`src/btcc_pkg.sv`:
```
package btcc_pkg;

  ////////////////////////////////////////////////////////////////////////////
  // Register byte offsets
  localparam logic [7:0] CTRL_OFFSET = 8'h00;
  localparam logic [7:0] ALARM_OFFSET = 8'h04;
  localparam logic [7:0] TIME_OFFSET = 8'h08;
  localparam logic [7:0] DATE_OFFSET = 8'h0c;

  ////////////////////////////////////////////////////////////////////////////
  // Control register fields
  localparam int TRIM_LSB = 16;
  localparam int TRIM_MSB = 25;
  localparam int ENABLE_BIT = 15;
  localparam int IDLE_HALT_BIT = 13;
  localparam int SRC_SEL_BIT = 7;
  localparam int RUNNING_BIT = 6;
  localparam int UNLOCK_BIT = 3;
  localparam int WARN_BIT = 2;
  localparam int HALF_BIT = 1;
  localparam int PIN_OE_BIT = 0;

  // Alarm register fields
  localparam int ARM_BIT = 15;
  localparam int CHIME_BIT = 14;
  localparam int PULSE_BIT = 13;
  localparam int ALARM_SYNC_BIT = 12;
  localparam int INTERVAL_LSB = 8;
  localparam int INTERVAL_MSB = 11;

  // Time and date fields (low bit of each two-digit field)
  localparam int HOUR_LSB = 24;
  localparam int MIN_LSB = 16;
  localparam int SEC_LSB = 8;
  localparam int YEAR_LSB = 24;
  localparam int MONTH_LSB = 16;
  localparam int DAY_LSB = 8;
  localparam int WDAY_LSB = 0;

  ////////////////////////////////////////////////////////////////////////////
  // Alarm interval codes
  localparam logic [3:0] INT_HALF = 4'h0;
  localparam logic [3:0] INT_SEC = 4'h1;
  localparam logic [3:0] INT_TEN_SEC = 4'h2;
  localparam logic [3:0] INT_MIN = 4'h3;
  localparam logic [3:0] INT_TEN_MIN = 4'h4;
  localparam logic [3:0] INT_HOUR = 4'h5;
  localparam logic [3:0] INT_DAY = 4'h6;
  localparam logic [3:0] INT_WEEK = 4'h7;
  localparam logic [3:0] INT_MONTH = 4'h8;
  localparam logic [3:0] INT_YEAR = 4'h9;

  ////////////////////////////////////////////////////////////////////////////
  // BCD limits and reset values
  localparam logic [3:0] DIGIT_NINE = 4'h9;
  localparam logic [7:0] ZERO_BCD = 8'h00;
  localparam logic [7:0] ONE_BCD = 8'h01;
  localparam logic [7:0] SEC_MAX = 8'h59;
  localparam logic [7:0] HOUR_MAX = 8'h23;
  localparam logic [7:0] WDAY_MAX = 8'h06;
  localparam logic [7:0] MONTH_MAX = 8'h12;
  localparam logic [7:0] YEAR_MAX = 8'h99;
  localparam logic [7:0] FEB = 8'h02;
  localparam logic [7:0] APR = 8'h04;
  localparam logic [7:0] JUN = 8'h06;
  localparam logic [7:0] SEP = 8'h09;
  localparam logic [7:0] NOV = 8'h11;
  localparam logic [7:0] DAYS_28 = 8'h28;
  localparam logic [7:0] DAYS_29 = 8'h29;
  localparam logic [7:0] DAYS_30 = 8'h30;
  localparam logic [7:0] DAYS_31 = 8'h31;
  localparam logic [7:0] REPEAT_WRAP = 8'hff;

  ////////////////////////////////////////////////////////////////////////////
  // Counts: 16384 crystal pulses per half second
  localparam logic [15:0] HALF_TERMINAL = 16'h3fff;
  localparam logic [15:0] WARN_WINDOW = 16'h0020;
  localparam logic [15:0] WARN_START = HALF_TERMINAL - WARN_WINDOW;
  localparam int CLK_PERIOD_NS = 4;
  localparam int CRYSTAL_TIMEOUT_NS = 100000;
  localparam int CRYSTAL_TIMEOUT_CYCLES = CRYSTAL_TIMEOUT_NS / CLK_PERIOD_NS;

endpackage

```
`src/btcc_sync3.sv`:
```
module btcc_sync3 (
  input wire logic hclk,
  input wire logic hresetn,
  input wire logic pin,
  output logic level,
  output logic rise
);

  typedef struct packed {
    logic s1;
    logic s2;
    logic s3;
    logic level;
  } btcc_sync_type;

  btcc_sync_type s;
  btcc_sync_type next_s;

  // A change counts once the second and third stage agree
  always_comb begin
    next_s = s;
    next_s.s1 = pin;
    next_s.s2 = s.s1;
    next_s.s3 = s.s2;
    if (s.s2 == s.s3) begin
      next_s.level = s.s3;
    end
  end

  always_ff @(posedge hclk or negedge hresetn) begin
    if (!hresetn) begin
      s <= '0;
    end else begin
      s <= next_s;
    end
  end

  assign level = s.level;
  assign rise = (s.s2 == s.s3) && s.s3 && !s.level;

endmodule

```
`src/btcc_bcd_field.sv`:
```
module btcc_bcd_field #(
  parameter logic [7:0] RESET_VALUE = 8'h00
) (
  input wire logic hclk,
  input wire logic hresetn,
  input wire logic inc,
  input wire logic load,
  input wire logic [7:0] load_value,
  input wire logic [7:0] min_value,
  input wire logic [7:0] max_value,
  output logic [7:0] value,
  output logic carry
);

  typedef struct packed {
    logic [7:0] value;
  } btcc_field_type;

  btcc_field_type s;
  btcc_field_type next_s;

  // Two BCD digits; a load from software wins over a count
  always_comb begin
    next_s = s;
    if (load) begin
      next_s.value = load_value;
    end else if (inc) begin
      if (s.value == max_value) begin
        next_s.value = min_value;
      end else if (s.value[3:0] == btcc_pkg::DIGIT_NINE) begin
        next_s.value = {s.value[7:4] + 4'h1, 4'h0};
      end else begin
        next_s.value = {s.value[7:4], s.value[3:0] + 4'h1};
      end
    end
  end

  always_ff @(posedge hclk or negedge hresetn) begin
    if (!hresetn) begin
      s.value <= RESET_VALUE;
    end else begin
      s <= next_s;
    end
  end

  assign value = s.value;
  assign carry = inc && !load && (s.value == max_value);

endmodule

```
`src/btcc_timekeeper.sv`:
```
// The AHB-Lite slave port and the register offsets were decided locally.
module btcc_timekeeper #(
  parameter int CLOCK_TIMEOUT_CYCLES = btcc_pkg::CRYSTAL_TIMEOUT_CYCLES
) (
  input wire logic hclk,
  input wire logic hresetn,
  input wire logic sys_reset,
  input wire logic hsel,
  input wire logic [31:0] haddr,
  input wire logic [1:0] htrans,
  input wire logic hwrite,
  input wire logic [2:0] hsize,
  input wire logic [31:0] hwdata,
  input wire logic hready,
  output logic hreadyout,
  output logic [31:0] hrdata,
  output logic hresp,
  input wire logic crystal_in,
  input wire logic system_unlock,
  input wire logic cpu_idle,
  output logic timekeeper_pin,
  output logic timekeeper_pin_oe
);

  typedef struct packed {
    logic enable;
    logic idle_halt;
    logic src_sel;
    logic unlock;
    logic pin_oe_bit;
    logic [9:0] trim;
    logic arm;
    logic chime;
    logic pulse;
    logic [3:0] interval;
    logic [7:0] repeat_count;
    logic [15:0] prescaler;
    logic half_phase;
    logic [15:0] idle_count;
    logic running;
    logic pending;
    logic write;
    logic applied;
    logic [7:0] addr;
    logic [31:0] rdata;
    logic pin;
    logic pin_drive;
  } btcc_state_type;

  btcc_state_type s;
  btcc_state_type next_s;

  logic crystal_level;
  logic crystal_rise;
  logic [7:0] sec;
  logic [7:0] min;
  logic [7:0] hour;
  logic [7:0] wday;
  logic [7:0] day;
  logic [7:0] month;
  logic [7:0] year;
  logic sec_carry;
  logic min_carry;
  logic hour_carry;
  logic day_carry;
  logic month_carry;
  logic gated;
  logic accept;
  logic wr_go;
  logic wr_ctrl;
  logic wr_alarm;
  logic wr_time;
  logic wr_date;
  logic run_tick;
  logic half_tick;
  logic sec_tick;
  logic warn;
  logic leap;
  logic [7:0] day_max;
  logic [15:0] trim_ext;
  logic interval_hit;
  logic alarm_event;

  ////////////////////////////////////////////////////////////////////////////
  // Crystal input and time fields

  btcc_sync3 u_crystal (
    .hclk(hclk),
    .hresetn(hresetn),
    .pin(crystal_in),
    .level(crystal_level),
    .rise(crystal_rise)
  );

  btcc_bcd_field #(.RESET_VALUE(btcc_pkg::ZERO_BCD)) u_sec (
    .hclk(hclk), .hresetn(hresetn), .inc(sec_tick), .load(wr_time),
    .load_value(hwdata[btcc_pkg::SEC_LSB +: 8]), .min_value(btcc_pkg::ZERO_BCD),
    .max_value(btcc_pkg::SEC_MAX), .value(sec), .carry(sec_carry)
  );
  btcc_bcd_field #(.RESET_VALUE(btcc_pkg::ZERO_BCD)) u_min (
    .hclk(hclk), .hresetn(hresetn), .inc(sec_carry), .load(wr_time),
    .load_value(hwdata[btcc_pkg::MIN_LSB +: 8]), .min_value(btcc_pkg::ZERO_BCD),
    .max_value(btcc_pkg::SEC_MAX), .value(min), .carry(min_carry)
  );
  btcc_bcd_field #(.RESET_VALUE(btcc_pkg::ZERO_BCD)) u_hour (
    .hclk(hclk), .hresetn(hresetn), .inc(min_carry), .load(wr_time),
    .load_value(hwdata[btcc_pkg::HOUR_LSB +: 8]), .min_value(btcc_pkg::ZERO_BCD),
    .max_value(btcc_pkg::HOUR_MAX), .value(hour), .carry(hour_carry)
  );

  // calendar with years 00 to 99
  btcc_bcd_field #(.RESET_VALUE(btcc_pkg::ZERO_BCD)) u_wday (
    .hclk(hclk), .hresetn(hresetn), .inc(hour_carry), .load(wr_date),
    .load_value(hwdata[btcc_pkg::WDAY_LSB +: 8]), .min_value(btcc_pkg::ZERO_BCD),
    .max_value(btcc_pkg::WDAY_MAX), .value(wday), .carry()
  );
  btcc_bcd_field #(.RESET_VALUE(btcc_pkg::ONE_BCD)) u_day (
    .hclk(hclk), .hresetn(hresetn), .inc(hour_carry), .load(wr_date),
    .load_value(hwdata[btcc_pkg::DAY_LSB +: 8]), .min_value(btcc_pkg::ONE_BCD),
    .max_value(day_max), .value(day), .carry(day_carry)
  );
  btcc_bcd_field #(.RESET_VALUE(btcc_pkg::ONE_BCD)) u_month (
    .hclk(hclk), .hresetn(hresetn), .inc(day_carry), .load(wr_date),
    .load_value(hwdata[btcc_pkg::MONTH_LSB +: 8]), .min_value(btcc_pkg::ONE_BCD),
    .max_value(btcc_pkg::MONTH_MAX), .value(month), .carry(month_carry)
  );
  btcc_bcd_field #(.RESET_VALUE(btcc_pkg::ZERO_BCD)) u_year (
    .hclk(hclk), .hresetn(hresetn), .inc(month_carry), .load(wr_date),
    .load_value(hwdata[btcc_pkg::YEAR_LSB +: 8]), .min_value(btcc_pkg::ZERO_BCD),
    .max_value(btcc_pkg::YEAR_MAX), .value(year), .carry()
  );

  // leap years are BCD multiples of four
  assign leap = !year[0] && (year[1] == year[4]);

  always_comb begin
    unique case (month)
      btcc_pkg::FEB: day_max = leap ? btcc_pkg::DAYS_29 : btcc_pkg::DAYS_28;
      btcc_pkg::APR, btcc_pkg::JUN, btcc_pkg::SEP, btcc_pkg::NOV: begin
        day_max = btcc_pkg::DAYS_30;
      end
      default: day_max = btcc_pkg::DAYS_31;
    endcase
  end

  ////////////////////////////////////////////////////////////////////////////
  // Bus decode

  assign gated = s.idle_halt && cpu_idle;
  assign accept = hsel && htrans[1] && hready;
  assign wr_go = s.pending && s.write && !s.applied && !gated;
  assign wr_ctrl = wr_go && (s.addr == btcc_pkg::CTRL_OFFSET);
  assign wr_alarm = wr_go && (s.addr == btcc_pkg::ALARM_OFFSET);
  assign wr_time = wr_go && (s.addr == btcc_pkg::TIME_OFFSET) && s.unlock;
  assign wr_date = wr_go && (s.addr == btcc_pkg::DATE_OFFSET) && s.unlock;

  assign hreadyout = !s.pending || (!gated && (!s.write || s.applied));
  assign hrdata = s.rdata;
  assign hresp = 1'b0;

  ////////////////////////////////////////////////////////////////////////////
  // Tick generation

  // crystal pulses counted per half second
  assign run_tick = crystal_rise && s.enable;
  assign half_tick = run_tick && (s.prescaler == btcc_pkg::HALF_TERMINAL);
  assign sec_tick = half_tick && s.half_phase;
  // sign extension covers plus 511 to minus 512
  assign trim_ext = {{6{s.trim[9]}}, s.trim};
  assign warn = s.enable && !s.prescaler[15] && (s.prescaler >= btcc_pkg::WARN_START);

  ////////////////////////////////////////////////////////////////////////////
  // Alarm interval decode

  always_comb begin
    unique case (s.interval)
      btcc_pkg::INT_HALF: interval_hit = half_tick;
      btcc_pkg::INT_SEC: interval_hit = sec_tick;
      btcc_pkg::INT_TEN_SEC: interval_hit = sec_tick && (sec[3:0] == btcc_pkg::DIGIT_NINE);
      btcc_pkg::INT_MIN: interval_hit = sec_carry;
      btcc_pkg::INT_TEN_MIN: interval_hit = sec_carry && (min[3:0] == btcc_pkg::DIGIT_NINE);
      btcc_pkg::INT_HOUR: interval_hit = min_carry;
      btcc_pkg::INT_DAY: interval_hit = hour_carry;
      btcc_pkg::INT_WEEK: interval_hit = hour_carry && (wday == btcc_pkg::WDAY_MAX);
      btcc_pkg::INT_MONTH: interval_hit = day_carry;
      btcc_pkg::INT_YEAR: interval_hit = month_carry;
      default: interval_hit = 1'b0;
    endcase
  end

  // alarm fires on the chosen interval
  assign alarm_event = s.arm && interval_hit;

  ////////////////////////////////////////////////////////////////////////////
  // Next state

  always_comb begin
    next_s = s;
    // Bus phases
    if (accept) begin
      next_s.pending = 1'b1;
      next_s.write = hwrite;
      next_s.applied = 1'b0;
      next_s.addr = haddr[7:0];
      unique case (haddr[7:0])
        btcc_pkg::CTRL_OFFSET: begin
          next_s.rdata = '0;
          next_s.rdata[btcc_pkg::TRIM_MSB:btcc_pkg::TRIM_LSB] = s.trim;
          next_s.rdata[btcc_pkg::ENABLE_BIT] = s.enable;
          next_s.rdata[btcc_pkg::IDLE_HALT_BIT] = s.idle_halt;
          next_s.rdata[btcc_pkg::SRC_SEL_BIT] = s.src_sel;
          next_s.rdata[btcc_pkg::RUNNING_BIT] = s.running && s.enable;
          next_s.rdata[btcc_pkg::UNLOCK_BIT] = s.unlock;
          next_s.rdata[btcc_pkg::WARN_BIT] = warn;
          next_s.rdata[btcc_pkg::HALF_BIT] = s.half_phase;
          next_s.rdata[btcc_pkg::PIN_OE_BIT] = s.pin_oe_bit;
        end
        btcc_pkg::ALARM_OFFSET: begin
          next_s.rdata = '0;
          next_s.rdata[btcc_pkg::ARM_BIT] = s.arm;
          next_s.rdata[btcc_pkg::CHIME_BIT] = s.chime;
          next_s.rdata[btcc_pkg::PULSE_BIT] = s.pulse;
          next_s.rdata[btcc_pkg::ALARM_SYNC_BIT] = warn;
          next_s.rdata[btcc_pkg::INTERVAL_MSB:btcc_pkg::INTERVAL_LSB] = s.interval;
          next_s.rdata[7:0] = s.repeat_count;
        end
        btcc_pkg::TIME_OFFSET: next_s.rdata = {hour, min, sec, 8'h00};
        btcc_pkg::DATE_OFFSET: next_s.rdata = {year, month, day, wday};
        default: next_s.rdata = '0;
      endcase
    end else if (s.pending && hreadyout) begin
      next_s.pending = 1'b0;
    end
    if (wr_go) begin
      next_s.applied = 1'b1;
    end
    // Control writes
    if (wr_ctrl) begin
      next_s.trim = hwdata[btcc_pkg::TRIM_MSB:btcc_pkg::TRIM_LSB];
      next_s.idle_halt = hwdata[btcc_pkg::IDLE_HALT_BIT];
      next_s.src_sel = hwdata[btcc_pkg::SRC_SEL_BIT];
      next_s.pin_oe_bit = hwdata[btcc_pkg::PIN_OE_BIT];
      if (s.unlock) begin
        next_s.enable = hwdata[btcc_pkg::ENABLE_BIT];
      end
      next_s.unlock = hwdata[btcc_pkg::UNLOCK_BIT] && (s.unlock || system_unlock);
    end
    // Half-second prescaler and phase
    if (wr_time) begin
      next_s.prescaler = '0;
      next_s.half_phase = 1'b0;
    end else if (run_tick) begin
      if (half_tick) begin
        next_s.prescaler = (sec_tick && sec == btcc_pkg::SEC_MAX) ? trim_ext : '0;
        next_s.half_phase = !s.half_phase;
      end else begin
        next_s.prescaler = s.prescaler + 16'h0001;
      end
    end
    // Crystal activity watchdog
    if (crystal_rise) begin
      next_s.idle_count = '0;
      next_s.running = 1'b1;
    end else if (s.idle_count == 16'(CLOCK_TIMEOUT_CYCLES)) begin
      next_s.running = 1'b0;
    end else begin
      next_s.idle_count = s.idle_count + 16'h0001;
    end
    // Alarm; software writes win over hardware updates
    if (wr_alarm) begin
      next_s.arm = hwdata[btcc_pkg::ARM_BIT];
      next_s.chime = hwdata[btcc_pkg::CHIME_BIT];
      next_s.interval = hwdata[btcc_pkg::INTERVAL_MSB:btcc_pkg::INTERVAL_LSB];
      next_s.repeat_count = hwdata[7:0];
      if (!s.arm) begin
        next_s.pulse = hwdata[btcc_pkg::PULSE_BIT];
      end
    end else if (alarm_event) begin
      next_s.pulse = !s.pulse;
      if (s.repeat_count != 8'h00) begin
        next_s.repeat_count = s.repeat_count - 8'h01;
      end else if (s.chime) begin
        next_s.repeat_count = btcc_pkg::REPEAT_WRAP;
      end else begin
        next_s.arm = 1'b0;
      end
    end
    next_s.pin = s.pin_oe_bit && (s.src_sel ? s.half_phase : s.pulse);
    next_s.pin_drive = s.pin_oe_bit;
    // Non-power-on resets clear only the bus phase
    if (sys_reset) begin
      next_s.pending = 1'b0;
      next_s.applied = 1'b0;
    end
  end

  // control cleared only by power-on reset
  always_ff @(posedge hclk or negedge hresetn) begin
    if (!hresetn) begin
      s <= '0;
    end else begin
      s <= next_s;
    end
  end

  assign timekeeper_pin = s.pin;
  assign timekeeper_pin_oe = s.pin_drive;
endmodule

```
`config.mk`:
```
export PLATFORM = sky130hd
export DESIGN_NAME = btcc_timekeeper
export DESIGN_NICKNAME = d
export VERILOG_FILES = /design/src/btcc_pkg.sv /design/src/btcc_sync3.sv /design/src/btcc_bcd_field.sv /design/src/btcc_timekeeper.sv
export SDC_FILE = /design/constraint.sdc
export NUM_CORES = 1
export LEC_CHECK = 0
export BUFFER_PORTS_ARGS = -buffer_cell sky130_fd_sc_hd__buf_2
export CORE_AREA = 4 4 115 172
export DETAILED_ROUTE_END_ITERATION = 10
export DIE_AREA = 0 0 119 176
export PLACE_DENSITY_LB_ADDON = 0.2
export SYNTH_ARGS = -nofsm -noshare
export SYNTH_HDL_FRONTEND = slang
export SYNTH_SLANG_ARGS = --single-unit
```
`constraint.sdc`:
```
create_clock -name hclk -period 4.7 [get_ports hclk]
set_clock_uncertainty 0.05 [all_clocks]
set_input_delay 0.94 -clock hclk [delete_from_list [all_inputs] [get_ports hclk]]
set_output_delay 0.94 -clock hclk [all_outputs]
set_load 0.01 [all_outputs]
```
==> impl_metrics.json <==
{
  "core_area_mm2": 0.0184,
  "tot_pwr_mw": 3.15,
  "synth-seq-cells": 169,
  "layout_worst_path_cycle_share": 0.758,
  "slew_headroom": 0.290,
  "placement.io_buffers": 84,
  "finalHoldViolations": 0,
  "postCtsSetupRepairBufs": 0,
  "post-synth-top-area-fraction": 0.420,
  "numCtsBuffers": 17,
  "timing.final.setup_violations": 0,
  "grt_max_degree": 87,
  "tritoncts": "done",
  "top_cells_by_area_in_the_synthesized_netlist": "sky130_fd_sc_hd__dfrtp_1 (42%), sky130_fd_sc_hd__o21ai_0 (5.3%), sky130_fd_sc_hd__nand2_1 (5.2%)",
  "layout-drive-gt1-share": 0.171,
  "synth_edf_count": 0,
  "power.leakage_nw": 4.84,
  "achievable-frequency_mhz": 281,
  "sequential_group_share_of_total_power": 0.494,
  "synth_async_sr_flop_share": 1.00,
  "ys.warnings.count": 0,
  "grt_setup_unrepaired": "false",
  "postSynth.topFlopCell": "sky130_fd_sc_hd__dfrtp_1",
  "syn_inst": 1111,
  "via_cell_ratio": 6.00,
  "internal_power_mw": 2.30,
  "post_cts_resize_count": 0,
  "power.density_mw_per_mm2": 289,
  "first_pass_grt_wire_length_mm": 43.5,
  "syn_area_per_cell_um2": 8.96,
  "critPathCaptureType": "flip-flop",
  "finalWirelength_mm": 26.8,
  "combPwrFrac": 0.070,
  "insertion_delay_ps": 440,
  "netlist.top_cell.by_area": "sky130_fd_sc_hd__dfrtp_1",
  "h_tree_level_count": 4,
  "critPathRequiredTime_ps": 4960,
  "dpl.hpwl_mm": 19.7,
  "power.switching_fraction": 0.270,
  "grt-ovfl-total": 0,
  "ir_drop_v": 0.000273,
  "p_clk_frac": 0.435,
  "start_util": 0.541,
  "antenna_cells": 0,
  "place_congestion": 0.932,
  "final.fill_count": 1671,
  "drt_iter0_markers": 601,
  "fp.dieArea_mm2": 0.0209,
  "report.final.slew_viol_count": 0,
  "run_status": "finished, final reports clean",
  "worst-slew-pin-transition_ps": 1070,
  "period_needed_ps": 3560,
  "multi_input_gate_area_mm2": 0.00514,
  "die_width_um": 119,
  "max_stage_delay_ps": 460,
  "vias": 8436,
  "syn-cell-area_mm2": 0.00995,
  "synth_most_common_cell": "sky130_fd_sc_hd__dfrtp_1",
  "pin_count": 114,
  "std_cell_rows": 61,
  "die_height_um": 176,
  "syn2layout_area_growth_pct": 9.58,
  "cts_hold_fix_bufs": 0,
  "yosys-top-cells-count": "sky130_fd_sc_hd__dfrtp_1 (167), sky130_fd_sc_hd__nand2_1 (137), sky130_fd_sc_hd__o21ai_0 (106)",
  "critical_path.slowest_cell": "sky130_fd_sc_hd__or2_1",
  "syn-num-nets": 1219,
  "utilization": 0.593,
  "clk_root_buffer_cell": "sky130_fd_sc_hd__clkbuf_16",
  "min-delay-path-class": "flip-flop to flip-flop",
  "final-seq-area_mm2": 0.00423,
  "startpoint_type": "flip-flop",
  "first_global_vias": 8233,
  "avgRoutedWirePerCell_um": 19.1,
  "final_net_count": 1249,
  "antenna_found_initial": 0,
  "clk_pin_slew_ps": 70,
  "drtPass1Iterations": 5,
  "cts.sinks": 169,
  "synth_cell_type_count": 85,
  "final.setup.tns_ps": 0,
  "yosysSeqAreaShare": 0.425,
  "ant_nets": 0,
  "critical_path.max_fanout": 13,
  "max_cap_viol_count": 0,
  "cp_cell_sequence": "inv_1, ha_1, and3b_1, and3_1, nand4_1, or2_1, a211oi_4, a31oi_4, nor2_1, mux2_1",
  "switching_power_total_mw": 0.851,
  "ctsLongestPathBuffers": 2,
  "setup.worst_path.class": "flip-flop to flip-flop",
  "arrival_ps": 3820,
  "track_usage": 0.262,
  "drt_drc_violations_left": 0
}
worst paths after layout:
check	from	to	slack (ps)	cells after the start
worst max-delay path	u_sec.value[1]	u_year.value[4]	1140	10
worst min-delay path	u_crystal.next_s[2]	u_crystal.next_s[1]	320	0
worst max register to register	u_sec.value[1]	u_year.value[4]	1140	10
worst min register to register	u_crystal.next_s[2]	u_crystal.next_s[1]	320	0
max in group asynchronous	hresetn	s[76]	3120	2
min in group asynchronous	hresetn	u_hour.value[6]	520	1
placed cells by master, fill, tap and decap left out, types with 6 or more instances in the layout:
cell type and count:
sky130_fd_sc_hd__nand3_1 41, sky130_fd_sc_hd__xnor2_1 7, sky130_fd_sc_hd__nor3b_1 7, sky130_fd_sc_hd__nand2_1 137, sky130_fd_sc_hd__inv_6 7, sky130_fd_sc_hd__nor4_1 9
sky130_fd_sc_hd__and3_1 20, sky130_fd_sc_hd__mux2i_1 16, sky130_fd_sc_hd__a21oi_1 73, sky130_fd_sc_hd__a21o_1 6, sky130_fd_sc_hd__or3_1 12, sky130_fd_sc_hd__ha_1 30
sky130_fd_sc_hd__xor2_1 12, sky130_fd_sc_hd__nor2b_1 8, sky130_fd_sc_hd__a22oi_1 19, sky130_fd_sc_hd__dfrtp_1 167, sky130_fd_sc_hd__nor2_1 99, sky130_fd_sc_hd__clkbuf_16 17
sky130_fd_sc_hd__buf_4 11, sky130_fd_sc_hd__mux2_2 35, sky130_fd_sc_hd__and2_1 8, sky130_fd_sc_hd__a211oi_1 10, sky130_fd_sc_hd__o211ai_1 7, sky130_fd_sc_hd__a22o_1 7
sky130_fd_sc_hd__a31oi_1 8, sky130_fd_sc_hd__nor3_1 29, sky130_fd_sc_hd__inv_1 36, sky130_fd_sc_hd__o21ai_0 106, sky130_fd_sc_hd__nand4_1 10, sky130_fd_sc_hd__buf_2 83
per-layer routing:
metal  GRT usage  up-vias  routed length [um]
met1       0.312     4101               10500
li1            -     4007                   -
met2       0.466      266               14100
met4       0.129        0                1180
met3      0.0317       62                1000
met5           0        -                   0
power by group through the flow:
stage	clock (mW)	sequential, mW	combinational (mW)
6_report	1.37	1.56	0.221
5_1_grt	1.44	1.56	0.252
4_1_cts	1.38	1.55	0.223
3_5_place_dp	0	1.58	0.223
3_3_place_gp	0	1.58	0.220
2_1_floorplan	0	1.56	0.132
kinds of logic (layout without fill, tap and decap cells):
| family | after synthesis | count (layout) | synth area share |
|---|---|---|---|
| and+or+nand+nor | 431 | 431 | 0.216 |
| xor gates and xnor gates | 19 | 19 | 0.0167 |
| muxes | 55 | 55 | 0.0629 |
| other | 1 | 1 | 0.000377 |
| adders and majority gates | 30 | 30 | 0.0377 |
| DFF | 169 | 169 | 0.425 |
| buffers and inverters | 120 | 163 | 0.0602 |
| AOI/OAI and AO/OA | 286 | 286 | 0.181 |
worst max-delay path: cells and delay by family (launching register included):
kind                     cells  cell delay, ps
AND/OR/NAND/NOR              5            1680
AO/OA/AOI/OAI                2             690
flip-flops                   1             410
multiplexers                 1             350
adder cells (fa/ha/maj)      1             170
buffers and inverters        1              80
sequential cells by signal, indices dropped and copies added, names as in the netlist, 2 cells and up:
register          count
u_crystal.next_s      2
u_wday.value          8
u_sec.value           8
u_hour.value          8
u_month.value         8
hrdata               32
u_day.value           8
u_min.value           8
s                    74
u_year.value          8
cell type report:
cell class	count	share of cell area
clock buffers	17	0.0390
clock inverters	15	0.0135
inverters	36	0.0124
multi-input cells	822	0.471
flip-flops and latches	169	0.388
well taps	252	0.0289
repair buffers	95	0.0467
per-stage QoR:
step                      cell area, um^2  worst slack, ps  cells  hold slack, ps
after floorplan                      9950             1730   1111             281
after global placement              10300             1060   1374             290
after detailed placement            10300             1020   1374             301
after CTS                           10900             1190   1406             317
after global routing                10900              988   1406             325
final                               10900             1140   1406             316
(Power assumes the default switching activity.)
